$ cat src/ugc_regs.svh
`ifndef UGC_REGS_SVH
`define UGC_REGS_SVH

// ****************************************
// timing
// ****************************************
`define UGC_CLK_MHZ          8'h7D
`define UGC_NS_PER_US        32'h3E8
`define UGC_TB_PERIOD_NS     32'h64
`define UGC_HR_PERIOD_NS     32'hA
`define UGC_DITHER           8'h01

// ****************************************
// register offsets (byte addresses)
// ****************************************
`define UGC_ADDR_CTRL        8'h00
`define UGC_ADDR_STATUS      8'h04
`define UGC_ADDR_DISPLAY     8'h08
`define UGC_ADDR_ACCUM       8'h0C
`define UGC_ADDR_DPOINT      8'h10

// ****************************************
// fields
// ****************************************
`define UGC_CTRL_MODE        2:0
`define UGC_CTRL_SCALE       6:4
`define UGC_CTRL_RUN         8
`define UGC_CTRL_CLEAR       9
`define UGC_STAT_GATE        0
`define UGC_STAT_BUSY        1
`define UGC_STAT_NEW         2

// ****************************************
// structure and reset values
// ****************************************
`define UGC_DIV_STAGES       8
`define UGC_DIGIT_MAX        4'h9
`define UGC_LFSR_SEED        16'hACE1
`define UGC_LFSR_TAPS        16'hB400

`endif

$ cat src/ugc_pkg.sv
`default_nettype none

package ugc_pkg;

    typedef enum logic [2:0] {
        MODE_FREQ,
        MODE_PERIOD,
        MODE_PERIOD_AVG,
        MODE_RATIO,
        MODE_INTERVAL,
        MODE_INTERVAL_AVG,
        MODE_TOTALIZE,
        MODE_CHECK
    } mode_e;

    typedef enum logic [2:0] {
        ST_IDLE,
        ST_ARM,
        ST_OPEN,
        ST_XFER,
        ST_TOTAL
    } state_e;

    typedef struct packed {
        logic        psel;
        logic        penable;
        logic        pwrite;
        logic [7:0]  paddr;
        logic [31:0] pwdata;
    } apb_req_s;

    typedef struct packed {
        logic [31:0] prdata;
        logic        pready;
        logic        pslverr;
    } apb_rsp_s;

    typedef struct packed {
        state_e      st;
        mode_e       mode;
        logic [2:0]  scale;
        logic        run;
        logic        gate;
        logic        newData;
        logic        divClear;
        logic [31:0] acc;
        logic [31:0] disp;
        logic [2:0]  dp;
        logic [7:0]  phase;
        logic        tick;
        logic [15:0] lfsr;
        logic        scaled;
        apb_rsp_s    rsp;
    } core_s;

endpackage

`default_nettype wire

$ cat src/edge_sync.sv
`timescale 1ns/100ps
`default_nettype none

module edge_sync #(
    parameter int WIDTH = 2
) (
    input  wire logic             clock,
    input  wire logic             srst,
    input  wire logic             ce,
    input  wire logic [WIDTH-1:0] pinIn,
    output logic      [WIDTH-1:0] risePulse
);

    typedef struct packed {
        logic [WIDTH-1:0] s1;
        logic [WIDTH-1:0] s2;
        logic [WIDTH-1:0] s3;
        logic [WIDTH-1:0] level;
        logic [WIDTH-1:0] rise;
    } sync_s;

    sync_s q_reg;
    sync_s q_next;

    // level only moves once stages two and three agree
    always_comb begin
        q_next       = q_reg;
        q_next.s1    = pinIn;
        q_next.s2    = q_reg.s1;
        q_next.s3    = q_reg.s2;
        q_next.level = (q_reg.s2 & q_reg.s3)
                     | (q_reg.level & (q_reg.s2 | q_reg.s3));
        q_next.rise  = q_next.level & ~q_reg.level;
    end

    always_ff @(posedge clock) begin
        if (srst) begin
            q_reg <= '0;
        end else if (ce) begin
            q_reg <= q_next;
        end
    end

    assign risePulse = q_reg.rise;

endmodule

`default_nettype wire

$ cat src/decade_divider.sv
`timescale 1ns/100ps
`default_nettype none
`include "ugc_regs.svh"

module decade_divider #(
    parameter int STAGES = `UGC_DIV_STAGES
) (
    input  wire logic       clock,
    input  wire logic       srst,
    input  wire logic       ce,
    input  wire logic       clear,
    input  wire logic       inPulse,
    input  wire logic [2:0] scale,
    output logic            outPulse
);

    typedef struct packed {
        logic [STAGES-1:0][3:0] dig;
        logic                   out;
    } div_s;

    div_s                   q_reg;
    div_s                   q_next;
    logic [STAGES:0]        carry;
    logic [STAGES-1:0][3:0] digNext;

    assign carry[0] = inPulse;

    // one divide-by-ten stage per decade
    for (genvar i = 0; i < STAGES; i++) begin : g_stage
        assign carry[i+1] = carry[i] & (q_reg.dig[i] == `UGC_DIGIT_MAX);
        assign digNext[i] = !carry[i] ? q_reg.dig[i]
                          : (q_reg.dig[i] == `UGC_DIGIT_MAX) ? 4'h0
                          : q_reg.dig[i] + 4'h1;
    end

    always_comb begin
        q_next     = q_reg;
        q_next.dig = clear ? '0 : digNext;
        q_next.out = ~clear & carry[scale];
    end

    always_ff @(posedge clock) begin
        if (srst) begin
            q_reg <= '0;
        end else if (ce) begin
            q_reg <= q_next;
        end
    end

    assign outPulse = q_reg.out;

endmodule

`default_nettype wire

$ cat src/universal_gated_counter_core.sv
// Design decisions made here: the APB slave port and the address map.
`timescale 1ns/100ps
`default_nettype none
`include "ugc_regs.svh"

module universal_gated_counter_core #(
    parameter bit HIRES = 1'b0
) (
    input  wire logic             clock,
    input  wire logic             srst,
    input  wire logic             ce,
    input  wire ugc_pkg::apb_req_s apbReq,
    output var  ugc_pkg::apb_rsp_s apbRsp,
    input  wire logic             chanA,
    input  wire logic             chanB,
    output logic [31:0]           displayValue,
    output logic [2:0]            decimalPoint,
    output logic                  gateOpen,
    output logic                  scaledOut
);
    import ugc_pkg::*;

    // ****************************************
    // time base rates
    // ****************************************
    localparam int TB_STEP_I = `UGC_NS_PER_US / `UGC_TB_PERIOD_NS;
    localparam int HR_STEP_I = `UGC_NS_PER_US / `UGC_HR_PERIOD_NS;
    localparam logic [7:0] TB_STEP = 8'(TB_STEP_I);
    localparam logic [7:0] HR_STEP = 8'(HR_STEP_I);
    localparam logic [7:0] STEP    = HIRES ? HR_STEP : TB_STEP;

    core_s q_reg;
    core_s q_next;

    logic [1:0] chanRise;
    logic       aPulse;
    logic       bPulse;
    logic       divIn;
    logic       divOut;
    logic [2:0] divScale;
    logic       openEv;
    logic       closeEv;
    logic       cntEv;
    logic       wrStb;
    logic       rdStb;
    logic       addrOk;
    logic [31:0] ctrlWord;
    logic [31:0] statWord;
    logic [8:0]  phaseSum;
    logic [7:0]  stepNow;

    // ****************************************
    // input conditioning
    // ****************************************
    edge_sync #(
        .WIDTH (2)
    ) u_sync (
        .clock     (clock),
        .srst      (srst),
        .ce        (ce),
        .pinIn     ({chanB, chanA}),
        .risePulse (chanRise)
    );

    assign aPulse = chanRise[0];
    assign bPulse = chanRise[1];

    // ****************************************
    // event routing per mode
    // ****************************************
    always_comb begin
        divIn    = aPulse;
        divScale = q_reg.scale;
        openEv   = divOut;
        closeEv  = divOut;
        cntEv    = q_reg.tick;
        case (q_reg.mode)
            MODE_FREQ: begin
                divIn = q_reg.tick;
                cntEv = aPulse;
            end
            MODE_CHECK: begin
                divIn = q_reg.tick;
            end
            MODE_PERIOD: begin
                divScale = 3'h0;
            end
            MODE_PERIOD_AVG: begin
                divIn = aPulse;
            end
            MODE_RATIO: begin
                cntEv = bPulse;
            end
            MODE_INTERVAL: begin
                openEv  = aPulse;
                closeEv = bPulse;
            end
            MODE_INTERVAL_AVG: begin
                // divider counts completed intervals
                divIn   = bPulse & q_reg.gate;
                openEv  = aPulse;
                closeEv = bPulse;
            end
            MODE_TOTALIZE: begin
                cntEv = divOut;
            end
            default: begin
                divIn = aPulse;
            end
        endcase
    end

    decade_divider #(
        .STAGES (`UGC_DIV_STAGES)
    ) u_div (
        .clock    (clock),
        .srst     (srst),
        .ce       (ce),
        .clear    (q_reg.divClear),
        .inPulse  (divIn),
        .scale    (divScale),
        .outPulse (divOut)
    );

    // ****************************************
    // register access
    // ****************************************
    assign wrStb  = apbReq.psel & apbReq.penable & apbReq.pwrite
                  & q_reg.rsp.pready;
    assign rdStb  = apbReq.psel & apbReq.penable & ~apbReq.pwrite
                  & q_reg.rsp.pready;
    assign addrOk = (apbReq.paddr == `UGC_ADDR_CTRL)
                  | (apbReq.paddr == `UGC_ADDR_STATUS)
                  | (apbReq.paddr == `UGC_ADDR_DISPLAY)
                  | (apbReq.paddr == `UGC_ADDR_ACCUM)
                  | (apbReq.paddr == `UGC_ADDR_DPOINT);

    always_comb begin
        ctrlWord                 = '0;
        ctrlWord[`UGC_CTRL_MODE]  = q_reg.mode;
        ctrlWord[`UGC_CTRL_SCALE] = q_reg.scale;
        ctrlWord[`UGC_CTRL_RUN]   = q_reg.run;
        statWord                 = '0;
        statWord[`UGC_STAT_GATE]  = q_reg.gate;
        statWord[`UGC_STAT_BUSY]  = (q_reg.st != ST_IDLE);
        statWord[`UGC_STAT_NEW]   = q_reg.newData;
    end

    // ****************************************
    // next state
    // ****************************************
    always_comb begin
        q_next          = q_reg;
        q_next.divClear = 1'b0;
        q_next.scaled   = 1'b0;

        // ****************************************
        // counted clock
        // ****************************************
        // phase accumulator gives the counted clock as a tick enable
        stepNow = STEP;
        if (HIRES && q_reg.mode == MODE_INTERVAL_AVG) begin
            // balanced dither keeps the mean rate exact
            if (q_reg.lfsr[0]) begin
                stepNow = STEP + `UGC_DITHER;
            end else begin
                stepNow = STEP - `UGC_DITHER;
            end
        end
        phaseSum = {1'b0, q_reg.phase} + {1'b0, stepNow};
        if (phaseSum >= {1'b0, `UGC_CLK_MHZ}) begin
            q_next.phase = 8'(phaseSum - {1'b0, `UGC_CLK_MHZ});
            q_next.tick  = 1'b1;
        end else begin
            q_next.phase = phaseSum[7:0];
            q_next.tick  = 1'b0;
        end
        // noise source runs always; only high-res averaging reads it
        if (q_reg.lfsr[0]) begin
            q_next.lfsr = (q_reg.lfsr >> 1) ^ `UGC_LFSR_TAPS;
        end else begin
            q_next.lfsr = q_reg.lfsr >> 1;
        end

        // ****************************************
        // bus slave
        // ****************************************
        // apb slave: pready on the second access cycle
        q_next.rsp.pready  = apbReq.psel & apbReq.penable
                           & ~q_reg.rsp.pready;
        q_next.rsp.pslverr = apbReq.psel & apbReq.penable
                           & ~q_reg.rsp.pready & ~addrOk;
        if (apbReq.psel & apbReq.penable & ~q_reg.rsp.pready) begin
            case (apbReq.paddr)
                `UGC_ADDR_CTRL: begin
                    q_next.rsp.prdata = ctrlWord;
                end
                `UGC_ADDR_STATUS: begin
                    q_next.rsp.prdata = statWord;
                end
                `UGC_ADDR_DISPLAY: begin
                    q_next.rsp.prdata = q_reg.disp;
                end
                `UGC_ADDR_ACCUM: begin
                    q_next.rsp.prdata = q_reg.acc;
                end
                `UGC_ADDR_DPOINT: begin
                    q_next.rsp.prdata = {29'h0, q_reg.dp};
                end
                // unmapped reads return zero beside the error flag
                default: begin
                    q_next.rsp.prdata = 32'h0;
                end
            endcase
        end

        // ****************************************
        // measurement sequencer
        // ****************************************
        case (q_reg.st)
            ST_IDLE: begin
                q_next.gate = 1'b0;
                if (q_reg.run) begin
                    q_next.acc      = '0;
                    q_next.divClear = 1'b1;
                    if (q_reg.mode == MODE_TOTALIZE) begin
                        q_next.st = ST_TOTAL;
                    end else begin
                        q_next.st = ST_ARM;
                    end
                end
            end
            ST_ARM: begin
                if (q_reg.mode == MODE_INTERVAL_AVG && divOut) begin
                    q_next.st = ST_XFER;
                end else if (openEv && !q_reg.divClear) begin
                    q_next.gate = 1'b1;
                    q_next.st   = ST_OPEN;
                end
            end
            ST_OPEN: begin
                if (cntEv && q_reg.gate) begin
                    q_next.acc = q_reg.acc + 32'h1;
                end
                if (closeEv) begin
                    q_next.gate = 1'b0;
                    // averaging rearms for the next interval
                    if (q_reg.mode == MODE_INTERVAL_AVG) begin
                        q_next.st = ST_ARM;
                    end else begin
                        q_next.st = ST_XFER;
                    end
                end
            end
            ST_XFER: begin
                q_next.disp    = q_reg.acc;
                q_next.dp      = q_reg.scale;
                q_next.newData = 1'b1;
                q_next.st      = ST_IDLE;
            end
            ST_TOTAL: begin
                q_next.gate   = 1'b1;
                q_next.scaled = divOut;
                if (cntEv) begin
                    q_next.acc = q_reg.acc + 32'h1;
                end
                q_next.disp = q_next.acc;
                if (!q_reg.run) begin
                    q_next.gate = 1'b0;
                    q_next.st   = ST_IDLE;
                end
            end
            default: begin
                q_next.st   = ST_IDLE;
                q_next.gate = 1'b0;
            end
        endcase

        // ****************************************
        // register writes
        // ****************************************
        if (wrStb && apbReq.paddr == `UGC_ADDR_CTRL) begin
            q_next.mode  = mode_e'(apbReq.pwdata[`UGC_CTRL_MODE]);
            q_next.scale = apbReq.pwdata[`UGC_CTRL_SCALE];
            q_next.run   = apbReq.pwdata[`UGC_CTRL_RUN];
            if (apbReq.pwdata[`UGC_CTRL_CLEAR]) begin
                q_next.acc      = '0;
                q_next.disp     = '0;
                q_next.gate     = 1'b0;
                q_next.divClear = 1'b1;
                q_next.st       = ST_IDLE;
            end
        end
        // a transfer in the same cycle keeps the flag set
        if (wrStb && apbReq.paddr == `UGC_ADDR_STATUS
            && apbReq.pwdata[`UGC_STAT_NEW] && q_reg.st != ST_XFER) begin
            q_next.newData = 1'b0;
        end
    end

    always_ff @(posedge clock) begin
        if (srst) begin
            q_reg      <= '0;
            q_reg.st   <= ST_IDLE;
            q_reg.mode <= MODE_FREQ;
            q_reg.lfsr <= `UGC_LFSR_SEED;
        end else if (ce) begin
            q_reg <= q_next;
        end
    end

    // ****************************************
    // outputs
    // ****************************************
    assign apbRsp       = q_reg.rsp;
    assign displayValue = q_reg.disp;
    assign decimalPoint = q_reg.dp;
    assign gateOpen     = q_reg.gate;
    assign scaledOut    = q_reg.scaled;

endmodule

`default_nettype wire

$ cat config.mk
export PLATFORM = sky130hd
export DESIGN_NAME = universal_gated_counter_core
export DESIGN_NICKNAME = d
export VERILOG_FILES = /design/src/ugc_pkg.sv /design/src/edge_sync.sv /design/src/decade_divider.sv /design/src/universal_gated_counter_core.sv
export VERILOG_INCLUDE_DIRS = /design/src /design/src/src
export SDC_FILE = /design/constraint.sdc
export NUM_CORES = 1
export LEC_CHECK = 0
export ABC_AREA = 1
export BUFFER_PORTS_ARGS = -buffer_cell sky130_fd_sc_hd__buf_4
export CAP_MARGIN = 30
export CORE_MARGIN = 10
export CORE_UTILIZATION = 40
export CTS_BUF_LIST = sky130_fd_sc_hd__clkbuf_2
export DETAILED_ROUTE_END_ITERATION = 6
export GPL_ROUTABILITY_DRIVEN = 1
export PLACE_DENSITY = 0.59
export SLEW_MARGIN = 10
export SYNTH_ARGS = -nofsm -noshare
export SYNTH_HDL_FRONTEND = slang
export SYNTH_SLANG_ARGS = --single-unit
$ cat constraint.sdc
create_clock -name clock -period 5.3 [get_ports clock]
set_input_delay 0.265 -clock clock [delete_from_list [all_inputs] [get_ports clock]]
set_output_delay 0.265 -clock clock [all_outputs]
set_load 0.02 [all_outputs]
Yosys cells after proc, flatten, opt, wreduce, memory -nomap -nowiden. Cells that the tools add are included.

Add/sub/neg operators: 11. Order comparisons: 2. Eq/ne operators: 23. Mux-type cells: 53. Bitwise logic cells: 27. Reduce and logical (&&, ||, !) cells: 35.

Operators with widths (count): $pmux W32 S5 (1); $mux W65 (2); $mux W32 (3); $pmux W32 S3 (1); $mux W4 (16); $pmux W32 S2 (1); $mux W33 (1); $add A32 B1 Y32 const B (1); $add A4 B1 Y4 const B (8); $eq A4 B4 Y1 const B (8); $mux W3 (8); $reduce_and A2 Y1 (12); $reduce_bool A2 Y1 (9); $eq A8 B4 Y1 const B (2); $eq A3 B3 Y1 const B (5); $and A1 B1 Y1 (14); $mux W1 (12); $pmux W3 S4 (1); $mux W11 (1); $add A8 B4 Y9 const B (1); $eq A3 B2 Y1 const B (3); $ge A9 B7 Y1 const B (1); $mux W9 (1); $eq A8 B3 Y1 const B (1); other kinds (21) (38).

Flip-flop bits (word level): 167. Input bits: 48. Output and inout bits: 71. Word-level logic and storage cells: 181.

Depth between registers and ports, before layout. Gate-level depths: netlist of run 1.

Depth after elaboration: 13. Gate-level depth with buffers: 15. Depth with buffers taken out: 15.

Hierarchy. A second synthesis of run 1 with hierarchy kept.

Cell total of the unflattened synthesis: 1796. Area total of the unflattened synthesis: 11068.1 sq um.

Modules (own cells, without submodules): universal_gated_counter_core (instances 1, cells an instance 1501, area an instance 8956.1 sq um, sequential area each 2482.4 sq um); decade_divider (instances 1, cells an instance 238, area an instance 1681.6 sq um, sequential area each 580.6 sq um); edge_sync (instances 1, cells an instance 57, area an instance 430.4 sq um, sequential area each 200.2 sq um).

Worst setup path after synthesis of run 1. No wires, ideal clock.

Path type: register to register. From: reg q_reg[96] (netlist name). To: reg q_reg (netlist bit displayValue[18]). Arrival: 1.627 ns. Required time: 5.168 ns. Path slack: 3.540 ns. Cell stages (with the launch flop): 11. Buffers on the path: 0. Cell sequence: dfxtp_1 > ha_1 > nand2_1 > nor2_1 > nand3_1 > o21ai_0 > nand3_1 > nand2_1 > o211ai_1 > nand2_1 > a21oi_1.

Cells in the longest elaborated chain, start to end: 5.

Ends and longest elaborated chain: from (decl) (line universal_gated_counter_core.sv:32) `core_s q_reg;`; from (signal assigned) (line universal_gated_counter_core.sv:308) `q_reg <= q_next;`; $add A32 B1 Y32 (*) (line universal_gated_counter_core.sv:265) `q_next.acc = q_reg.acc + 32'h1;`; $mux W32 (*) (line universal_gated_counter_core.sv:264) `if (cntEv) begin`; $pmux W32 S2 (*) (line universal_gated_counter_core.sv:220) `case (q_reg.st)`; $mux W65 (line universal_gated_counter_core.sv:286) `` if (apbReq.pwdata[`UGC_CTRL_CLEAR]) begin ``; $mux W65 (*) (line universal_gated_counter_core.sv:282) `` if (wrStb && apbReq.paddr == `UGC_ADDR_CTRL) begin ``.

Every way passes the cells marked *; elsewhere a longest branch is shown, timed or not. A chain may end at the register's enable or synchronous reset.

Worst setup path after layout of run 1.
From: reg q_reg (netlist bit ctrlWord[0]). To: reg q_reg[125] (netlist name).

Cells in the longest elaborated chain, start to end: 7. Elaborated cells on any way between the ends: 10.

Ends and longest elaborated chain: $eq A3 B3 Y1 (tied with other cells) (line universal_gated_counter_core.sv:77) `case (q_reg.mode)`; $pmux W1 S3 (*) (line universal_gated_counter_core.sv:77); $logic_and A1 B1 Y1 (line universal_gated_counter_core.sv:242) `if (cntEv && q_reg.gate) begin`; $mux W32 (line universal_gated_counter_core.sv:242); $pmux W32 S3 (*) (line universal_gated_counter_core.sv:220); $mux W65 (line universal_gated_counter_core.sv:286); $mux W65 (*) (line universal_gated_counter_core.sv:282).

Marks and branches as above.

==> results of run 1 <==
cells in the mapped netlist:
cell type	number	area share
nand2_1	578	0.19
nand3_2	1	0.00090
o21ai_1	3	0.0013
o31ai_1	1	0.00067
o21ai_4	1	0.0015
nand3b_1	5	0.0034
a211oi_1	3	0.0020
xor2_1	15	0.012
nand2_4	1	0.0010
nor3b_1	2	0.0013
nand4_1	18	0.010
a221oi_1	2	0.0016
nor2_4	4	0.0040
dfxtp_1	163	0.29
inv_2	7	0.0024
o221ai_1	1	0.00078
nor2_1	112	0.038
nand2_2	4	0.0022
inv_1	190	0.064
xnor2_1	2	0.0016
nand3_1	147	0.066
o211ai_1	18	0.012
a21oi_1	259	0.12
o22ai_1	36	0.020
buf_1	3	0.0010
buf_4	69	0.046
a31oi_1	1	0.00056
nor2_2	2	0.0011
nor4_1	5	0.0028
o21ai_2	1	0.00078
or2_1	1	0.00056
clkinv_1	1	0.00034
ha_1	20	0.022
or2_2	3	0.0017
buf_6	8	0.0081
or2_0	1	0.00056
nor3_1	14	0.0063
clkbuf_1	69	0.023
buf_2	22	0.0099
o21ai_0	57	0.026
report_power, final:
part	switching, mW	internal [mW]
Sequential	0.0130	1.24
Clock	0.503	0.221
Combinational	0.127	0.0641
cell type report:
type                    count  area [µm²]
diodes                      1        2.50
clock buffers              17        85.1
clock inverters            14         154
fillers                  3082       15600
inverters                 198         743
multi-input cells        1318        6190
flip-flops and latches    163        3260
well taps                 378         473
repair buffers            133        1090
metrics by stage:
stage	worst slack (ps)	hold WS, ps
3_3_place_gp	2000	453
4_1_cts	1920	37.9
3_5_place_dp	1960	459
5_1_grt	2020	86.7
6_report	2310	103
2_1_floorplan	3540	400
worst max-delay path: stages (launching register included):
cell and delay [ps]:
dfxtp_1 510, inv_2 110, nand3_1 180, nand3_1 150, nand2_2 370, buf_12 250
nand2_4 290, inv_2 600, nand2_1 120, nand2_1 90, nand3_1 60, nand2_1 60
a21oi_1 50
repair_timing:
item                      in CTS  in global routing
hold buffers                  24                  0
hold endpoints to repair      60                  0
buffers inserted               0                  0
final timing paths:
| path | start | endpoint | slack (ps) | depth (start not counted) |
|---|---|---|---|---|
| worst max register to register | ctrlWord[0] | q_reg[125] | 2310 | 12 |
| worst min register to register | apbRsp[7] | apbRsp[7] | 480 | 2 |
| worst min-delay path | apbReq[9] | q_reg[127] | 100 | 5 |
| worst max-delay path | ctrlWord[0] | q_reg[125] | 2310 | 12 |
kinds of logic (layout without fill, tap and decap cells):
kind of cell               count (synthesis)  in the layout  share of synthesized area
xor gates and xnor gates                  17             17                     0.0133
buffers and inverters                    369            362                      0.155
other                                      0              1                          0
adders and majority gates                 20             20                     0.0224
DFF                                      163            163                      0.292
AOI/OAI and AO/OA                        383            383                      0.183
and+or+nand+nor                          898            898                      0.334
routing by layer:
metal	vias up	share of wire	track usage
met4	0	0.012	0.0450
met3	31	0.046	0.0293
met1	5294	0.47	0.246
met5	-	0	0
met2	281	0.47	0.322
li1	5874	-	-
==> flow_metrics.env, run 1 <==
export IMPL_design_core_area_um2=27600
export IMPL_final_common_cell="nand2_1"
export IMPL_synth_distinct_cells=40
export IMPL_hp_class="input port to flop"
export IMPL_globalRoute_totalOverflow=0
export IMPL_synth_cells=1850
export IMPL_grt_pass1_vias=10889
export IMPL_yosysWarnings=0
export IMPL_clk_path_buf_depth=2
export IMPL_io_buffers=94
export IMPL_wire_per_inst_um=15.4
export IMPL_slew_headroom=0.360
export IMPL_utilization=0.434
export IMPL_dieArea_um2=35000
export IMPL_grt_max_degree=86
export IMPL_slew_violations=0
export IMPL_final_cell_mix="578 x nand2_1, 259 x a21oi_1, 190 x inv_1"
export IMPL_largest_reg_flops=46
export IMPL_cts_root_buf="clkbuf_2"
export IMPL_fin_nets=1899
export IMPL_hold_viol=0
export IMPL_die_y_um=187
export IMPL_rows=61
export IMPL_htree_levels=4
export IMPL_routabilityCongestion=0.921
export IMPL_drtIter0Drc=804
export IMPL_fin_tns_setup_ps=0
export IMPL_cp_max_fo=33
export IMPL_setup_viol=0
export IMPL_worstPathArrival_ps=3610
export IMPL_cts_tree="yes"
export IMPL_synthesis_nets=1918
export IMPL_power_leakage_nw=4.69
export IMPL_vias_per_cell=5.17
export IMPL_stdcell_count=2222
export IMPL_dp_cells=2165
export IMPL_post_route_period_util=0.563
export IMPL_grt_first_pass_wirelength_um=56100
export IMPL_peakVddDrop_v=0.000113
export IMPL_clock_latency_ps=790
export IMPL_drc_errors=0
export IMPL_cp_required_ps=5920
export IMPL_fmax_mhz=335
export IMPL_synth_area_per_cell_um2=6.04
export IMPL_ys_seq_elements=163
export IMPL_area_growth_pct=7.50
export IMPL_postLayoutCellArea_um2=12000
export IMPL_post_cts_resized=0
export IMPL_rsz0062_at_grt="false"
export IMPL_clkSlewWorstSetupHoldPaths_ps=240
export IMPL_status="completed"
export IMPL_initial_core_util=0.404
export IMPL_placed_area_um2=11500
export IMPL_finalPower_mw=2.17
export IMPL_tightest_slew_ps=958
export IMPL_num_vias=11480
export IMPL_antenna_found_initial=1
export IMPL_antenna_left=0
export IMPL_cts_made_buffers=17
export IMPL_skew_ps=54.6
export IMPL_syn_area_um2=11200
export IMPL_die_w_um=187
export IMPL_wirelength_um=34200
export IMPL_drv_cap=0
export IMPL_worstSetupPathType="flop to flop"
export IMPL_layout_drive_gt1_share=0.0901
export IMPL_seq_area_frac_synth=0.292
export IMPL_io_pins=119
export IMPL_grt_use_total=0.190
export IMPL_cp_start_kind="flop"
export IMPL_cts_sinks=163
export IMPL_place_hpwl_um=23100
export IMPL_powerDensity_nw_per_um2=181
export IMPL_end_kind="flop"
export IMPL_dr_pass1_iters=5
export IMPL_fin_crit_ps=2990
(Power assumes the default switching activity.)
==> inputs of run 2 (changes only) <==
- clock period: 5.3 -> 3.1 ns (I/O delays scaled with it)
==> run 2 against run 1 <==
Against the previous run:
- critical path depth did not move
- power rose by 71%
- worst hold slack got worse by 50 ps
- flip-flop and latch count did not move
- non-clock buffer count rose by 12
- first-iteration DRC count rose by 28%
- global-route usage rose by 0.44 points
- clock skew fell by 0.83 ps
- worst setup slack got worse by 2200 ps
- critical endpoint is now q_reg[128]
- largest power group unchanged
- highest routed layer unchanged
==> flow_metrics.env, run 2 (synthesized netlist as in run 1, its figures left out) <==
export IMPL_status="completed"
export IMPL_vias_per_cell=5.20
export IMPL_grt_use_total=0.194
export IMPL_fmax_mhz=340
export IMPL_antenna_left=0
export IMPL_cts_root_buf="clkbuf_2"
export IMPL_powerDensity_nw_per_um2=306
export IMPL_dr_pass1_iters=5
export IMPL_wirelength_um=34700
export IMPL_final_common_cell="nand2_1"
export IMPL_initial_core_util=0.404
export IMPL_io_pins=119
export IMPL_cts_sinks=163
export IMPL_fin_crit_ps=2940
export IMPL_area_growth_pct=8.52
export IMPL_rows=61
export IMPL_post_cts_resized=0
export IMPL_wire_per_inst_um=15.5
export IMPL_worstPathArrival_ps=3680
export IMPL_critPathSlowestCell="dlygate4sd3_1"
export IMPL_cts_made_buffers=17
export IMPL_num_vias=11636
export IMPL_max_stage_delay_ps=610
export IMPL_postCtsSetupRepairBufs=0
export IMPL_finalPower_mw=3.70
export IMPL_slew_headroom=0.400
export IMPL_cts_tree="yes"
export IMPL_design_core_area_um2=27600
export IMPL_grt_first_pass_wirelength_um=57000
export IMPL_fin_nets=1911
export IMPL_drc_errors=0
export IMPL_grt_max_degree=58
export IMPL_htree_levels=4
export IMPL_dp_cells=2170
export IMPL_slew_violations=0
export IMPL_layout_setup_ws_ps=156
export IMPL_die_w_um=187
export IMPL_drtIter0Drc=1031
export IMPL_largest_reg_flops=46
export IMPL_clkSlewWorstSetupHoldPaths_ps=300
export IMPL_place_ws_ps=762
export IMPL_die_y_um=187
export IMPL_utilization=0.439
export IMPL_drv_cap=0
export IMPL_layout_drive_gt1_share=0.0932
export IMPL_stdcell_count=2239
export IMPL_final_cell_mix="578 x nand2_1, 259 x a21oi_1, 190 x inv_1"
export IMPL_skew_ps=53.7
export IMPL_power_leakage_nw=4.75
export IMPL_crit_path_frequent_cell="dlygate4sd3_1"
export IMPL_post_route_period_util=0.950
export IMPL_place_hpwl_um=23400
export IMPL_dieArea_um2=35000
export IMPL_hold_viol=0
export IMPL_clock_latency_ps=800
export IMPL_cp_max_fo=4
export IMPL_end_kind="flop"
export IMPL_peakVddDrop_v=0.000192
export IMPL_clk_path_buf_depth=2
export IMPL_fin_tns_setup_ps=0
export IMPL_io_buffers=94
export IMPL_setup_viol=0
export IMPL_rsz0062_at_grt="false"
export IMPL_globalRoute_totalOverflow=0
export IMPL_cp_start_kind="input port"
export IMPL_grt_pass1_vias=11073
export IMPL_cp_cell_sequence="dlygate4sd3_1 > buf_4 > nor2_4 > dlygate4sd3_1 > nand2_1 > inv_1 > nand3_1 > dlygate4sd3_1 > o31ai_1 > dlygate4sd3_1 > a21oi_1 > dlygate4sd3_1"
export IMPL_worstSetupPathType="input port to flop"
export IMPL_antenna_found_initial=1
export IMPL_tightest_slew_ps=899
export IMPL_cp_required_ps=3840
export IMPL_hp_class="input port to flop"
export IMPL_routabilityCongestion=0.947
-- run 2: cell types whose count changed in the layout (fill, tap and decap cells not counted), sizes merged --
cell         previous run  this run
diode                   1         5
bufinv                  2         1
buf                   109       114
dlygate4sd3            24        31
clkinv                  4         9
clkinvlp                4         1
-- run 2: metrics by stage --
step                      cell area [µm²]  hold WS, ps
final                               12100         53.0
after floorplan                     11200          290
after CTS                           12100         15.0
after global routing                12100         35.0
after global placement              11500          379
after detailed placement            11500          384
-- run 2: metal layers --
metal | share of wire | global-route usage
met5 | 0 | 0
met4 | 0.017 | 0.0558
met3 | 0.048 | 0.0272
met2 | 0.47 | 0.325
met1 | 0.47 | 0.253
-- run 2: power breakdown --
| group | internal [mW] | switching, mW |
|---|---|---|
| registers | 2.13 | 0.0220 |
| clock network | 0.316 | 0.904 |
| logic | 0.118 | 0.217 |
| total | 2.56 | 1.14 |
-- run 2: timing repair --
item,in CTS,in global routing
hold buffers,32,0
endpoints found under the setup margin,0,1
endpoints found under the hold margin,105,0
-- run 2: worst max-delay path, delay by kind of cell --
family                 cells  cell delay (ps)
AND/OR/NAND/NOR            3              250
AO/OA/AOI/OAI              2              240
buffers and inverters      7             3040
-- run 2: worst paths after layout --
path | startpoint | to | slack (ps) | cells past startpoint
max | apbReq[32] | q_reg[128] | 160 | 12
min | apbReq[37] | apbRsp[8] | 50 | 8
max reg2reg | q_reg[96] | q_reg[121] | 720 | 12
min reg2reg | apbRsp[23] | apbRsp[23] | 480 | 2
-- run 2: cell type report --
cell class	instances	area, µm²
timing repair buffer	145	1200
inverter	198	743
tap	378	473
antenna	5	12.5
multi-input combinational	1318	6190
clock buffer	17	85.1
fill	3001	15500
sequential	163	3260
clock inverter	15	150
